`src/core/csirx_consts.vh`:
```
/*
 * Constants for the camera receiver control block: register offsets,
 * field positions, reset values, packet codes and axi responses.
 * Assumes inclusion by bare name from the design file; definitions only.
 */
`ifndef CSIRX_CONSTS_VH
`define CSIRX_CONSTS_VH

// =========================================================
// register byte offsets (axi4-lite, one word each)
`define CSIRX_OFS_CTRL      8'h00
`define CSIRX_OFS_STATUS    8'h04
`define CSIRX_OFS_EVENT     8'h08
`define CSIRX_OFS_MASK      8'h0C
`define CSIRX_OFS_CLEAR     8'h10
`define CSIRX_OFS_LASTHDR   8'h14

// =========================================================
// field positions
`define CSIRX_CTRL_LANES_LSB 0
`define CSIRX_CTRL_CHEN_LSB  4
`define CSIRX_CTRL_RESET     32'h0000_00F0
`define CSIRX_EV_FS_ERR      0
`define CSIRX_EV_BAD_VC      1
`define CSIRX_EV_BAD_LEN     2
`define CSIRX_EV_FRAME_START 3
`define CSIRX_EV_FRAME_END   4
`define CSIRX_EV_W           5

// =========================================================
// lane selector codes, link codes
`define CSIRX_LANES_1        2'h0
`define CSIRX_LANES_2        2'h1
`define CSIRX_LANES_4        2'h3
`define CSIRX_SYNC_BYTE      8'hB8
`define CSIRX_DT_FS          6'h00
`define CSIRX_DT_FE          6'h01
`define CSIRX_DT_LS          6'h02
`define CSIRX_DT_LE          6'h03
`define CSIRX_DT_LONG_MIN    6'h10

// =========================================================
// axi responses
`define CSIRX_RESP_OKAY      2'h0
`define CSIRX_RESP_SLVERR    2'h2

`endif

```
`src/core/csirx_ctrl.v`:
```
/*
 * Camera receiver control block: samples one clock lane and four data
 * lanes, aligns bytes, decodes short and long packets per virtual
 * channel, drives frame sync, video and error reporting, and exposes
 * control and status over an axi4-lite slave.
 * Assumes lane pins are already resolved to single-ended levels, that
 * the link clock is much slower than aclk, and that aclk is the pixel
 * transfer clock supplied by the core.
 */
// Added by the designer: the AXI4-Lite interface to the registers and the placing of the registers.
`timescale 1ns/1ps
`include "csirx_consts.vh"

module csirx_ctrl (
    input  wire        aclk,                 // pixel transfer clock
    input  wire        aresetn,              // sync reset, active low
    input  wire        cal_clk,              // calibration clock, unused
    input  wire        phy_layer_reset_n,    // phy reset pin, active low
    input  wire        protocol_controller_reset_n, // ctrl reset pin
    input  wire        link_clk_lane,        // clock lane level
    input  wire [3:0]  link_data_lane,       // data lane levels
    input  wire [7:0]  s_axi_awaddr,         // write address
    input  wire        s_axi_awvalid,        // write address valid
    output reg         s_axi_awready,        // write address ready
    input  wire [31:0] s_axi_wdata,          // write data
    input  wire [3:0]  s_axi_wstrb,          // write strobes
    input  wire        s_axi_wvalid,         // write data valid
    output reg         s_axi_wready,         // write data ready
    output reg  [1:0]  s_axi_bresp,          // write response
    output reg         s_axi_bvalid,         // write response valid
    input  wire        s_axi_bready,         // write response ready
    input  wire [7:0]  s_axi_araddr,         // read address
    input  wire        s_axi_arvalid,        // read address valid
    output reg         s_axi_arready,        // read address ready
    output reg  [31:0] s_axi_rdata,          // read data
    output reg  [1:0]  s_axi_rresp,          // read response
    output reg         s_axi_rvalid,         // read data valid
    input  wire        s_axi_rready,         // read data ready
    output reg  [3:0]  frame_sync,           // frame active per channel
    output reg  [3:0]  line_sync,            // line active per channel
    output reg         video_valid,          // video word strobe
    output reg  [31:0] video_data,           // payload bytes, lane order
    output reg  [2:0]  video_count,          // valid bytes in video_data
    output reg  [5:0]  video_type,           // packet data type
    output reg  [1:0]  video_vc,             // packet virtual channel
    output reg  [4:0]  error_status,         // sticky error/event bits
    output reg         irq                   // level interrupt
);

// =========================================================
// pin synchronisers: three flops, change taken when 2nd and 3rd agree
localparam SW = 7;
reg  [SW-1:0] s1, s2, s3, pin_q;
wire [SW-1:0] pins = {protocol_controller_reset_n, phy_layer_reset_n,
                      link_data_lane, link_clk_lane};

always @(posedge aclk) begin
    s1 <= pins;
    s2 <= s1;
    s3 <= s2;
    if (!aresetn)
        pin_q <= 7'h60; // resets released, lanes low
    else
        pin_q <= (pin_q & (s2 ^ s3)) | (s3 & ~(s2 ^ s3));
end

wire       lclk_rise = pin_q[0] == 1'b0 && (s2[0] & s3[0]);
wire [3:0] lane_bit  = pin_q[4:1];
wire       phy_rst   = !aresetn || !pin_q[5];
wire       ctl_rst   = !aresetn || !pin_q[6];

// =========================================================
// control register; lane count latched from it only while in reset
reg  [31:0] ctrl;
reg  [4:0]  ev_mask;
reg  [1:0]  lanes_q;
reg  [2:0]  nl;                       // active data lanes 1, 2 or 4
wire [3:0]  ch_en = ctrl[`CSIRX_CTRL_CHEN_LSB +: 4];

always @(posedge aclk) begin
    if (!aresetn)
        lanes_q <= `CSIRX_LANES_1;
    else if (ctl_rst)
        lanes_q <= ctrl[`CSIRX_CTRL_LANES_LSB +: 2];
end

// reserved code 10 decodes as four lanes
always @* begin
    case (lanes_q)
        `CSIRX_LANES_1: nl = 3'd1;
        `CSIRX_LANES_2: nl = 3'd2;
        default:        nl = 3'd4;
    endcase
end

// =========================================================
// deserializer: lsb-first shift per lane, aligned by sync byte on lane 0
reg  [7:0] sh0, sh1, sh2, sh3;
reg  [2:0] bitcnt;
reg        aligned;
reg        byte_rdy;
reg        rx_done;                   // packet consumed, hunt again
wire [7:0] nsh0 = {lane_bit[0], sh0[7:1]};

always @(posedge aclk) begin
    byte_rdy <= 1'b0;
    if (phy_rst || rx_done) begin
        aligned <= 1'b0;
        bitcnt  <= 3'd0;
        sh0 <= 8'h00; sh1 <= 8'h00; sh2 <= 8'h00; sh3 <= 8'h00;
    end else if (lclk_rise) begin
        sh0 <= nsh0;
        sh1 <= {lane_bit[1], sh1[7:1]};
        sh2 <= {lane_bit[2], sh2[7:1]};
        sh3 <= {lane_bit[3], sh3[7:1]};
        if (!aligned) begin
            aligned <= nsh0 == `CSIRX_SYNC_BYTE;
            bitcnt  <= 3'd0;
        end else begin
            bitcnt   <= bitcnt + 3'd1;
            byte_rdy <= bitcnt == 3'd7;
        end
    end
end

// =========================================================
// packet decoder states
localparam ST_HDR = 3'b001;
localparam ST_PAY = 3'b010;
localparam ST_END = 3'b100;
reg  [2:0]  state;
reg  [31:0] hdr;
reg  [2:0]  hidx;
reg  [15:0] remain;
reg         drop;
reg  [31:0] next_hdr;
reg  [4:0]  ev;
wire [31:0] lane_bytes = {sh3, sh2, sh1, sh0};
wire [1:0]  h_vc = next_hdr[7:6];
wire [5:0]  h_dt = next_hdr[5:0];
wire [15:0] h_wc = next_hdr[23:8];
wire [15:0] nl16 = {13'h0000, nl};
integer k;

// gather header bytes in lane order across byte times
always @* begin
    next_hdr = hdr;
    for (k = 0; k < 4; k = k + 1)
        if (k < nl && hidx + k < 4)
            next_hdr[8*(hidx+k) +: 8] = lane_bytes[8*k +: 8];
end

always @(posedge aclk) begin
    ev          <= 5'h00;
    rx_done     <= 1'b0;
    video_valid <= 1'b0;
    if (ctl_rst) begin
        state <= ST_HDR; hdr <= 32'h0; hidx <= 3'd0; remain <= 16'h0;
        drop <= 1'b0; frame_sync <= 4'h0; line_sync <= 4'h0;
        video_data <= 32'h0; video_count <= 3'd0;
        video_type <= 6'h00; video_vc <= 2'h0;
    end else if (!aligned) begin
        state <= ST_HDR;
        hidx  <= 3'd0;
    end else if (byte_rdy) begin
        case (state)
            ST_HDR: begin
                hdr <= next_hdr;
                if ({1'b0, hidx} + {1'b0, nl} < 4'd4)
                    hidx <= hidx + nl;
                else if (!ch_en[h_vc]) begin
                    ev[`CSIRX_EV_BAD_VC] <= 1'b1;
                    drop   <= 1'b1;
                    remain <= h_wc;
                    state  <= h_dt >= `CSIRX_DT_LONG_MIN ? ST_PAY : ST_END;
                end else if (h_dt >= `CSIRX_DT_LONG_MIN) begin
                    drop       <= 1'b0;
                    remain     <= h_wc;
                    video_type <= h_dt;
                    video_vc   <= h_vc;
                    ev[`CSIRX_EV_BAD_LEN] <= h_wc == 16'h0000;
                    state <= h_wc == 16'h0000 ? ST_END : ST_PAY;
                end else begin
                    state <= ST_END;
                    case (h_dt)
                        `CSIRX_DT_FS: begin
                            frame_sync[h_vc] <= 1'b1;
                            ev[`CSIRX_EV_FRAME_START] <= 1'b1;
                        end
                        `CSIRX_DT_FE: begin
                            frame_sync[h_vc] <= 1'b0;
                            ev[`CSIRX_EV_FRAME_END] <= 1'b1;
                            ev[`CSIRX_EV_FS_ERR] <= !frame_sync[h_vc];
                        end
                        `CSIRX_DT_LS: line_sync[h_vc] <= 1'b1;
                        `CSIRX_DT_LE: line_sync[h_vc] <= 1'b0;
                        default: ;
                    endcase
                end
            end
            // payload bytes leave as they arrive, trailing crc ignored
            ST_PAY: begin
                video_valid <= !drop;
                video_data  <= lane_bytes;
                video_count <= remain < nl16 ? remain[2:0] : nl;
                if (remain <= nl16) begin
                    remain <= 16'h0000;
                    state  <= ST_END;
                end else
                    remain <= remain - nl16;
            end
            // one packet per burst: drop alignment and hunt again
            ST_END: begin
                rx_done <= 1'b1;
                hidx    <= 3'd0;
                state   <= ST_HDR;
            end
            default: state <= ST_HDR;
        endcase
    end
end

// =========================================================
// axi4-lite write channel: address and data taken in either order
reg  [7:0]  wr_addr;
reg  [31:0] wr_data;
reg  [3:0]  wr_strb;
reg         aw_have, w_have;
wire        aw_hs   = s_axi_awvalid && s_axi_awready;
wire        w_hs    = s_axi_wvalid && s_axi_wready;
wire        wr_fire = aw_have && w_have && !s_axi_bvalid;
wire        next_aw_have = (aw_have || aw_hs) && !wr_fire;
wire        next_w_have  = (w_have || w_hs) && !wr_fire;
wire        wr_ctrl  = wr_fire && wr_addr == `CSIRX_OFS_CTRL;
wire        wr_mask  = wr_fire && wr_addr == `CSIRX_OFS_MASK;
wire        wr_event = wr_fire && wr_addr == `CSIRX_OFS_EVENT;
wire        wr_clear = wr_fire && wr_addr == `CSIRX_OFS_CLEAR;
wire        wr_ok = wr_ctrl || wr_mask || wr_event || wr_clear ||
                    wr_addr == `CSIRX_OFS_STATUS ||
                    wr_addr == `CSIRX_OFS_LASTHDR;
integer b;

always @(posedge aclk) begin
    if (!aresetn) begin
        aw_have <= 1'b0; w_have <= 1'b0;
        s_axi_awready <= 1'b0; s_axi_wready <= 1'b0;
        s_axi_bvalid  <= 1'b0; s_axi_bresp  <= `CSIRX_RESP_OKAY;
        wr_addr <= 8'h00; wr_data <= 32'h0; wr_strb <= 4'h0;
        ctrl    <= `CSIRX_CTRL_RESET;
        ev_mask <= 5'h00;
    end else begin
        aw_have <= next_aw_have;
        w_have  <= next_w_have;
        s_axi_awready <= !next_aw_have;
        s_axi_wready  <= !next_w_have;
        if (aw_hs)
            wr_addr <= {s_axi_awaddr[7:2], 2'b00};
        if (w_hs) begin
            wr_data <= s_axi_wdata;
            wr_strb <= s_axi_wstrb;
        end
        if (wr_fire) begin
            s_axi_bvalid <= 1'b1;
            s_axi_bresp  <= wr_ok ? `CSIRX_RESP_OKAY : `CSIRX_RESP_SLVERR;
        end else if (s_axi_bready)
            s_axi_bvalid <= 1'b0;
        for (b = 0; b < 4; b = b + 1)
            if (wr_ctrl && wr_strb[b])
                ctrl[8*b +: 8] <= wr_data[8*b +: 8];
        if (wr_mask && wr_strb[0])
            ev_mask <= wr_data[4:0];
    end
end

// =========================================================
// sticky events: hardware set wins over event-register or clear-register clear
wire [4:0] ev_clr = (wr_event && wr_strb[0] ? wr_data[4:0] : 5'h00) |
                    (wr_clear && wr_strb[0] && wr_data[0] ? 5'h1F : 5'h00);

always @(posedge aclk) begin
    if (!aresetn) begin
        error_status <= 5'h00;
        irq          <= 1'b0;
    end else begin
        error_status <= (error_status & ~ev_clr) | ev;
        irq <= |(((error_status & ~ev_clr) | ev) & ev_mask);
    end
end

// =========================================================
// axi4-lite read channel: answer one cycle after the address is taken
always @(posedge aclk) begin
    if (!aresetn) begin
        s_axi_arready <= 1'b0;
        s_axi_rvalid  <= 1'b0;
        s_axi_rdata   <= 32'h0;
        s_axi_rresp   <= `CSIRX_RESP_OKAY;
    end else if (s_axi_arvalid && s_axi_arready) begin
        s_axi_arready <= 1'b0;
        s_axi_rvalid  <= 1'b1;
        s_axi_rresp   <= `CSIRX_RESP_OKAY;
        case ({s_axi_araddr[7:2], 2'b00})
            `CSIRX_OFS_CTRL:    s_axi_rdata <= ctrl & 32'h0000_00F3;
            `CSIRX_OFS_STATUS:  s_axi_rdata <= {19'h0, !pin_q[6],
                                    !pin_q[5], aligned, lanes_q,
                                    line_sync, frame_sync};
            `CSIRX_OFS_EVENT:   s_axi_rdata <= {27'h0, error_status};
            `CSIRX_OFS_MASK:    s_axi_rdata <= {27'h0, ev_mask};
            `CSIRX_OFS_CLEAR:   s_axi_rdata <= 32'h0;
            `CSIRX_OFS_LASTHDR: s_axi_rdata <= hdr;
            default: begin
                s_axi_rdata <= 32'h0;
                s_axi_rresp <= `CSIRX_RESP_SLVERR;
            end
        endcase
    end else begin
        if (s_axi_rvalid && s_axi_rready) begin
            s_axi_rvalid  <= 1'b0;
            s_axi_arready <= 1'b1;
        end else if (!s_axi_rvalid)
            s_axi_arready <= 1'b1;
    end
end

endmodule // csirx_ctrl
```
`config.mk`:
```
export PLATFORM = sky130hd
export DESIGN_NAME = csirx_ctrl
export DESIGN_NICKNAME = d
export VERILOG_FILES = /design/src/core/csirx_ctrl.v
export VERILOG_INCLUDE_DIRS = /design/src /design/src/core
export SDC_FILE = /design/constraint.sdc
export NUM_CORES = 1
export LEC_CHECK = 0
export ABC_AREA = 1
export BUFFER_PORTS_ARGS = -buffer_cell sky130_fd_sc_hd__buf_2
export CAP_MARGIN = 15
export CELL_PAD_IN_SITES_DETAIL_PLACEMENT = 1
export CELL_PAD_IN_SITES_GLOBAL_PLACEMENT = 2
export CORE_ASPECT_RATIO = 0.8
export CORE_MARGIN = 1.5
export CORE_UTILIZATION = 36
export CTS_BUF_LIST = sky130_fd_sc_hd__clkbuf_4 sky130_fd_sc_hd__clkbuf_8
export DETAILED_ROUTE_END_ITERATION = 7
export PLACE_DENSITY = 0.95
export SKIP_CTS_REPAIR_TIMING = 1
export SYNTH_ARGS = -nofsm -noshare
export SYNTH_HDL_FRONTEND = slang
export SYNTH_SLANG_ARGS = --single-unit
export TNS_END_PERCENT = 1
```
`constraint.sdc`:
```
create_clock -name aclk -period 10.4 [get_ports aclk]
set_input_delay 0.52 -clock aclk [delete_from_list [all_inputs] [get_ports aclk]]
set_output_delay 0.52 -clock aclk [all_outputs]
set_load 0.05 [all_outputs]
```
# After elaboration in Yosys (flattened, before gate mapping)
# Cells that the tools add are included.
# totals
register_bits,257
input_bits,67
elab_cells,255
# op_classes
add_sub_neg,11
magnitude_cmp,14
eq_ne,25
n_shift,8
n_mux,51
bitwise_logic,27
n_reduce_logical,73
# ops
operator,count
32-bit one-hot mux with 5 select lines,1
8-bit by 34-bit variable shift with 32-bit output (first input constant),4
8-bit by 34-bit indexed part select with 32-bit output,4
32-bit bitwise mux,4
32-bit 2-to-1 mux,4
7-bit negator with 34-bit output,3
32-bit by 3-bit less-than comparator with 1-bit output (second input constant),3
16-bit 2-to-1 mux,4
6-bit by 2-bit == test with 1-bit output (second input constant),6
6-bit negator with 34-bit output,1
16-bit one-hot mux with 2 select lines,1
3-bit 2-to-1 mux,9
6-bit by 3-bit == test with 1-bit output (second input constant),4
1-bit logical AND,23
6-bit by 1-bit == test with 1-bit output (second input constant),3
3-bit one-hot mux with 2 select lines,3
16-bit by 3-bit <= comparator with 1-bit output,1
16-bit zero test,1
16-bit by 3-bit less-than comparator with 1-bit output,1
1-bit 2-to-1 mux,16
4-bit one-hot mux with 2 select lines,2
16-bit by 3-bit subtractor with 16-bit output,1
7-bit bitwise AND,2
7-bit AND reduction,2
51 further kinds,106

# Longest topological paths before layout
# Gate-level depths: netlist of the first run.
# depth
ltp_word,18
depth_mapped,28
ltp_nobuf,25

# Worst setup path after synthesis of the first run
# Ideal clock, no wire load.
# synth_path
path_kind,register to register
start,reg hidx[0]
end,reg video_type[3]
arrival_time_ns,3.401
t_required_ns,10.286
slack_ns,6.885
stages_incl_launch_ff,29
synth_period_minus_slack_ns,3.515
cell_sequence,dfxtp_1 inv_2 buf_2 ha_1 ha_1 inv_1 nand2_1 ha_1 buf_2 inv_1 nand2_2 nor3_1 nand2_1 o21ai_0 inv_2 nand2_2 nand2_4 nand2_1 nand2_1 nand2_2 nand2_4 nor2_4 buf_6 nand2_4 nor2_4 buf_4 nand2_1 nand2_1 nor2_1
# synth_via
elab_chain_cells,13
word_cells_on_any_way,38
classes_between,add/sub: 8; order compare: 6; shift: 8; mux: 10; bitwise: 1; reduce/logical: 5
# synth_lines
element,line_no,source
"start, declared",csirx_ctrl.v:133,reg [2:0] hidx;
"start signal, assigned",csirx_ctrl.v:170,hidx <= hidx + nl;
branches (longest 13 deep; another with 7-bit negator with 34-bit output),-,
"end signal, assigned",csirx_ctrl.v:179,video_type <= h_dt;
"end, declared",csirx_ctrl.v:44,"output reg [5:0] video_type,"
# Parallel ways; which one is timed is not known. The select of a mux whose other input is x is not followed.
# A chain may end at the register's enable or synchronous reset.

# Worst setup path after layout of the first run
# layout_path
start,reg hidx[0]
end,reg remain[12]
# layout_via
elab_chain_cells,15
word_cells_on_any_way,43
classes_between,add/sub: 8; order compare: 6; eq/ne: 2; shift: 8; mux: 14; reduce/logical: 5
# layout_lines
element,line_no,source
branches (longest 15 deep; another with 7-bit negator with 34-bit output),-,
"end signal, assigned",csirx_ctrl.v:174,remain <= h_wc;
"end signal, assigned",csirx_ctrl.v:178,remain <= h_wc;
"end signal, assigned",csirx_ctrl.v:210,remain <= remain - nl16;
"end, declared",csirx_ctrl.v:134,reg [15:0] remain;
# Parallel ways; which one is timed is not known. The select of a mux whose other input is x is not followed.

==> results.md, run 1 <==
* Ys async rst share at 0%
* Distinct cells, synth at 50
* Clock latency on the worst-skew pair at approximately 600 ps
* Crit-path max FO at 24
* Clk root buf: clkbuf_8
* Total number of vias at 12680
* Yosys warning count at 0
* R2R Setup Slk at 4750 ps
* Post-Synth Simple-Gate Area at 25.25%
* DRC viols at 0
* Min-Delay Startpoint: link_clk_lane
* Syn Inst Count at 1744
* Xor/xnor share of the synthesized area at 0.4294%
* N_diodes at 0
* GRT overflow at 0
* R2R depth at 23
* Area grow syn2layout at 16.37%
* 1st-pass router iterations at 5
* Vias/cell at 5.442
* Max Cap Viol at 0
* Crit path launch: hidx[0]
* Number of synthesized flops with an enable pin at 0
* Status: complete, no violations
* RSZ-0062 raised after global routing: false
* Most used cell, CP: nand2_1
* Synth area leader: dfxtp_1
* WL/cell at 20.17 um
* Cell with the most instances after synthesis: nand2_1
* Clk_skew at 37.08 ps
* Critical R2R Capture: remain[12]
* Initial Util at 36.47%
* Pwr Density at 155.7 nW/um^2
* Multiplexer share of the synthesized area at 0%
* CTS tree: done
* Min cycle time layout at 5652 ps
* Max-slew violations at 0
* Top cells by area, synth: dfxtp_1 (41%), nand2_1 (9.3%), o21ai_0 (8.3%), a21oi_1 (6.6%), inv_1 (6.2%)
* Synth top cells by count: nand2_1 (303), dfxtp_1 (253), o21ai_0 (203), inv_1 (201), nor2_1 (175)
* Post-layout util at 42.44%
* Slew margin rel. at 38.39%
* Startpoint Class: flip-flop
* Initial antenna violation count at 0
* Prevailing post-synth register cell: dfxtp_1
* Die ar. at 35120 sq um
* Area share of fa/ha/maj cells after synthesis at 2.883%
* Core area at 33560 sq um
* Hold Vio Cnt, Final at 0
* Setup TNS at 0 ps
* Required @ worst endpoint at ~11000 ps
* Die X at roughly 210 um
* Synth Area in Compound Gates at 20.63%
* Clk slew on worst S/H paths at 60 ps
* Total GRT Usage at 26.45%
* Final Net Count at 1955
* Peak Freq at 176.9 MHz
* Syn Std Cell Area at 12240 sq um
* LEAKAGE at 6.271 nW
* Drt first-iter violations at roughly 1100
* Final HPWL DP at 35390 um
* Final period utilization at 54.34%
* Final setup vio count at 0
* CP max-delay cell: dfxtp_1
* CP Capture Type: flip-flop
* Share of layout cells above drive strength 1 at between 10% and 20%
* Vias in the first global route at approximately 13000
* Reg2Reg Launch Point: hidx[0]
* Gp weighted congestion at 0.9504
* Critical Path AT at approximately 6000 ps
* IO Port Bufs at 131
* Critical path class: flip-flop to flip-flop
* Worst vdd ir at 0.08906 mV
* CP Cell Sequence: inv_2 -> ha_1 -> nand2_2 -> inv_4 -> nand2_1 -> ha_1 -> inv_1 -> nand2_2 -> nor3_1 -> nand2_1 -> o21ai_0 -> inv_2 -> nand2_2 -> nand2_4 -> nand2_1 -> nand2_1 -> nand2_2 -> nand2_4 -> nor2_4 -> nand2_2 -> nand2_1 -> nand2_1 -> a21oi_1
* First-pass GRT wire length at 72520 um
* Top Ports at around 170
* DIE HEIGHT at 167.9 um
* Antenna Nets Post-Route at 0
* Largest family of logic cells by synthesized area: simple AND/OR/NAND/NOR gates
* Slew of the pin with the lowest slew margin at 900.9 ps
* Number of synthesized register bits at 253
* Yosys top cell area share at 41.39%
* Max H-tree Level at 2
* FP Rows at 60
* Longest Clk Path Bufs at 3
* Crit path to: remain[12]
* Slowest stage delay, CP at around 830 ps
* TritonCTS Buffers at 44
* Final WL at 47000 um
* Post-synthesis area per instance at 7.017 sq um
* Clock Sinks at 253
* Largest net degree at the start of global routing at 78
* Register area share after synthesis at 41.39%
* Min-Delay Path Class: input pin to flip-flop
[placed cells by master, fill, tap and decap left out, drive strengths merged, types with 2 or more instances in the layout]
cell type and n:
nand2 318, dfxtp 253, a21oi 164, conb 2, clkbuf 74, dlygate4sd3 3
o32ai 2, ha 25, inv 212, fa 2, a31oi 13, o31ai 7
a211oi 12, o211ai 25, and3 3, nor2 185, a22oi 4, buf 143
nand4 38, xnor2 5, nand3 120, and2 2, o22ai 18, nor3 26
o21bai 2, nor4 7, o21ai 210, clkinv 12, o221ai 2
[area by class of cell]
| cell class | count | area, sq um |
|---|---|---|
| Clock buffer | 73 | 904.6 |
| Clock inverter | 8 | 77.57 |
| Fill cell | 4314 | 19320 |
| Inverter | 217 | 817.0 |
| Multi-Input combinational cell | 1198 | 6051 |
| Sequential cell | 253 | 5065 |
| Tap cell | 434 | 543.0 |
| Timing Repair Buffer | 147 | 783.3 |
[flip-flops by register name (all words and copies together) (netlist names), 5 cells and up, named ones only]
register / count
s_axi_rdata: 32
s1: 7
s2: 7
hdr: 32
video_data: 32
ev: 5
ctrl: 6
s3: 7
video_type: 6
remain: 16
sh3: 8
sh1: 8
ev_mask: 5
sh2: 8
wr_data: 8
sh0: 8
wr_addr: 6
error_status: 5
[logic make-up after synthesis]
family,count (synthesis)
and+or+nand+nor,701
AOI/OAI and AO/OA,462
DFF,253
buffers and inverters,294
xor gates and xnor gates,6
adders and majority gates,27
other,1
[power by group]
part | switching (mW) | internal [mW]
clock network | 0.435 | 0.577
logic | 0.147 | 0.0459
registers | 0.0211 | 0.992
[critical path, delay by kind of cell, from the launching register on]
family | cells | cell delay, ps
AO/OA/AOI/OAI | 2 | 330
adder cells (fa/ha/maj) | 2 | 1000
buffers and inverters | 4 | 730
flip-flops | 1 | 830
AND/OR/NAND/NOR | 15 | 2710
[stage by stage]
step / cell area, sq um / instances / power, mW / hold WS, ps / worst slack, ps
detailed placement: 13220 / 2245 / 1.221 / 313.6 / 4857
floorplan: 12240 / 1745 / 1.145 / 309.6 / 6885
global placement: 13220 / 2245 / 1.214 / 310.2 / 5032
finish: 14240 / 2330 / 2.218 / 32.55 / 4748
CTS: 14200 / 2326 / 2.233 / -6.318 / 4863
global route: 14240 / 2330 / 2.303 / 0.4830 / 4330
[worst min-delay path by stage]
stage | slack (ps) | cells after the start | endpoint
finish | 30 | 1 | s1[0]
global route | 0.5 | 1 | s1[0]
CTS | -6 | 1 | s1[1]
detailed placement | 310 | 0 | s2[5]
global placement | 310 | 0 | s2[2]
floorplan | 310 | 0 | s2[0]
[layer usage]
metal  global-route usage [%]  routed length, um
met5                        0                  0
met1                    37.81              22500
met3                    3.936               2696
met2                    42.07              21110
met4                    5.734                690
(Power assumes the default switching activity.)
==> inputs of run 2 (changes only) <==
--- a/config.mk
+++ b/config.mk
@@ -13,10 +13,10 @@
 export CELL_PAD_IN_SITES_GLOBAL_PLACEMENT = 2
 export CORE_ASPECT_RATIO = 0.8
 export CORE_MARGIN = 1.5
-export CORE_UTILIZATION = 36
+export CORE_UTILIZATION = 33
 export CTS_BUF_LIST = sky130_fd_sc_hd__clkbuf_4 sky130_fd_sc_hd__clkbuf_8
 export DETAILED_ROUTE_END_ITERATION = 7
-export PLACE_DENSITY = 0.95
+export PLACE_DENSITY = 0.92
 export SKIP_CTS_REPAIR_TIMING = 1
 export SYNTH_ARGS = -nofsm -noshare
 export SYNTH_HDL_FRONTEND = slang
==> constraint.sdc (replaced) <==
create_clock -name aclk -period 5.7 [get_ports aclk]
set_input_delay 0.285 -clock aclk [delete_from_list [all_inputs] [get_ports aclk]]
set_output_delay 0.285 -clock aclk [all_outputs]
set_load 0.05 [all_outputs]
==> results.md, run 2 (synthesis gave the netlist of run 1 again) <==
* Crit path max-delay family: simple AND/OR/NAND/NOR gates
* LEAKAGE at about 6.4 nW
* Largest regs: hdr: 32 flops, s_axi_rdata: 32 flops, video_data: 32 flops
* Max-slew violations at 0
* Leading cell type in the layout, fill and taps excluded: nand2_1
* Hold Vio Cnt, Final at 3
* Clk root buf: clkbuf_8
* Clock latency on the worst-skew pair at 590 ps
* Max Cap Viol at 0
* Status: complete, but fails checks
* Clk slew on worst S/H paths at 70 ps
* Core area at 36230 sq um
* Longest Clk Path Bufs at 3
* FP Rows at 62
* Final WL at approximately 47000 um
* Slew of the pin with the lowest slew margin at ~1000 ps
* IO Port Bufs at 131
* Vias in the first global route at approximately 12000
* First-pass GRT wire length at 71530 um
* Setup TNS at 0 ps
* Largest net degree at the start of global routing at 69
* Placed cells at roughly 2300
* DIE HEIGHT at around 180 um
* Most used cell, CP: nand2_1
* RSZ-0062 raised after global routing: false
* Antenna Nets Post-Route at 0
* Hold slack at -18.48 ps
* Min cycle time layout at 4883 ps
* Critical path class: flip-flop to flip-flop
* Area grow syn2layout at 18.66%
* Initial antenna violation count at 2
* CP Capture Type: flip-flop
* Crit-path max FO at 12
* Clock Sinks at 253
* Share of layout cells above drive strength 1 at 14.61%
* Total number of vias at 12650
* Max H-tree Level at 2
* Fillers at ~4600
* TritonCTS Buffers at 44
* Gp weighted congestion at ~0.94
* 1st-pass router iterations at 5
* Post-layout util at 40.08%
* Slew margin rel. at 31.88%
* Die X at 218.3 um
* Crit path launch: hidx[1]
* CP max-delay cell: dfxtp_1
* Min-Delay Startpoint: s_axi_awaddr[3]
* Peak Freq at approximately 200 MHz
* CP Cell Sequence: inv_1 -> ha_1 -> nand2_2 -> inv_4 -> nand2_1 -> ha_1 -> inv_1 -> nand2_2 -> nor3_1 -> nand2_1 -> o21ai_0 -> inv_2 -> nand2_2 -> nand2_4 -> nand2_1 -> nand2_1 -> nand2_2 -> nand2_4 -> nor2_4 -> nand2_2 -> nand2_1 -> nand2_1 -> a21oi_1
* Final Instance Area at 14520 sq um
* Final Net Count at 1974
* GRT overflow at 0
* Critical Path AT at 5390 ps
* Min-Delay Path Class: input pin to flip-flop
* Top Ports at 166
* Drt first-iter violations at roughly 830
* Dpl cell area at 13320 sq um
* Total GRT Usage at approximately a quarter
* Power Total at 4.131 mW
* Die ar. at ~38000 sq um
* Clk_skew at 27.42 ps
* Pwr Density at 284.5 nW/um^2
* Reg2Reg Launch Point: hidx[1]
* Crit path buffers/inverters at 4
* Slowest stage delay, CP at 520 ps
* Final HPWL DP at between 30000 and 40000 um
* Most frequent cells in the layout: nand2_1 (303), dfxtp_1 (253), o21ai_0 (203), inv_1 (200), nor2_1 (172)
* Required @ worst endpoint at 6210 ps
* DRC viols at 0
* CTS tree: done
* Vias/cell at 5.279
* Startpoint Class: flip-flop
* Initial Util at roughly a third
* Failing checks: hold timing
* Worst vdd ir at 0.1565 mV
* Final setup vio count at 0
* Layout Cells excl Fill at between 2000 and 2500
* Final period utilization at 85.67%
* WL/cell at about 20 um
[run 2: per-stage QoR]
step	hold slack [ps]	worst slack [ps]
global route	14.92	577.0
global placement	311.0	1122
CTS	-233.5	892.3
finish	-18.48	816.6
detailed placement	313.5	963.1
floorplan	309.6	2185
[run 2: final cells by class]
type | instances | area [sq um] | share of cell area (%)
timing repair buffer | 166 | 960.9 | 6.617
inverter | 217 | 817.0 | 5.626
multi-input combinational | 1198 | 6051 | 41.67
tap | 480 | 600.6 | 4.136
clock inverter | 19 | 207.7 | 1.430
clock buffer | 63 | 817.0 | 5.626
antenna | 1 | 2.502 | 0.01723
sequential | 253 | 5065 | 34.88
[run 2: worst register-to-register path, stage by stage, from the launching register on]
cell	delay [ps]
dfxtp_1	520
inv_1	280
ha_1	520
nand2_2	140
inv_4	150
nand2_1	100
ha_1	420
inv_1	150
nand2_2	100
nor3_1	300
nand2_1	310
o21ai_0	200
inv_2	60
nand2_2	140
nand2_4	100
nand2_1	70
nand2_1	60
nand2_2	80
nand2_4	70
nor2_4	260
nand2_2	120
nand2_1	340
nand2_1	140
a21oi_1	190
[run 2: power by group]
group	switching, mW	total, mW	internal [mW]	leakage (nW)
sequential	0.0408	1.85	1.81	2.06
clock	0.813	1.93	1.11	0.540
combinational	0.262	0.353	0.0913	3.77
[run 2: worst paths after layout]
check,cells past startpoint,slack [ps],endpoint
worst max-delay path,23,820,remain[9]
worst min register to register,0,330,s2[2]
worst min-delay path,3,-20,wr_addr[3]
worst max register to register,23,820,remain[9]
[run 2: routing by layer]
metal / vias to the layer above / GRT usage (%) / share of wire (%)
met4: 2 / 6.408 / 2.0
li1: 6100 / - / -
met3: 67 / 4.108 / 5.8
met1: 6150 / 34.69 / 48
met2: 335 / 37.50 / 44
met5: - / 0 / 0.023
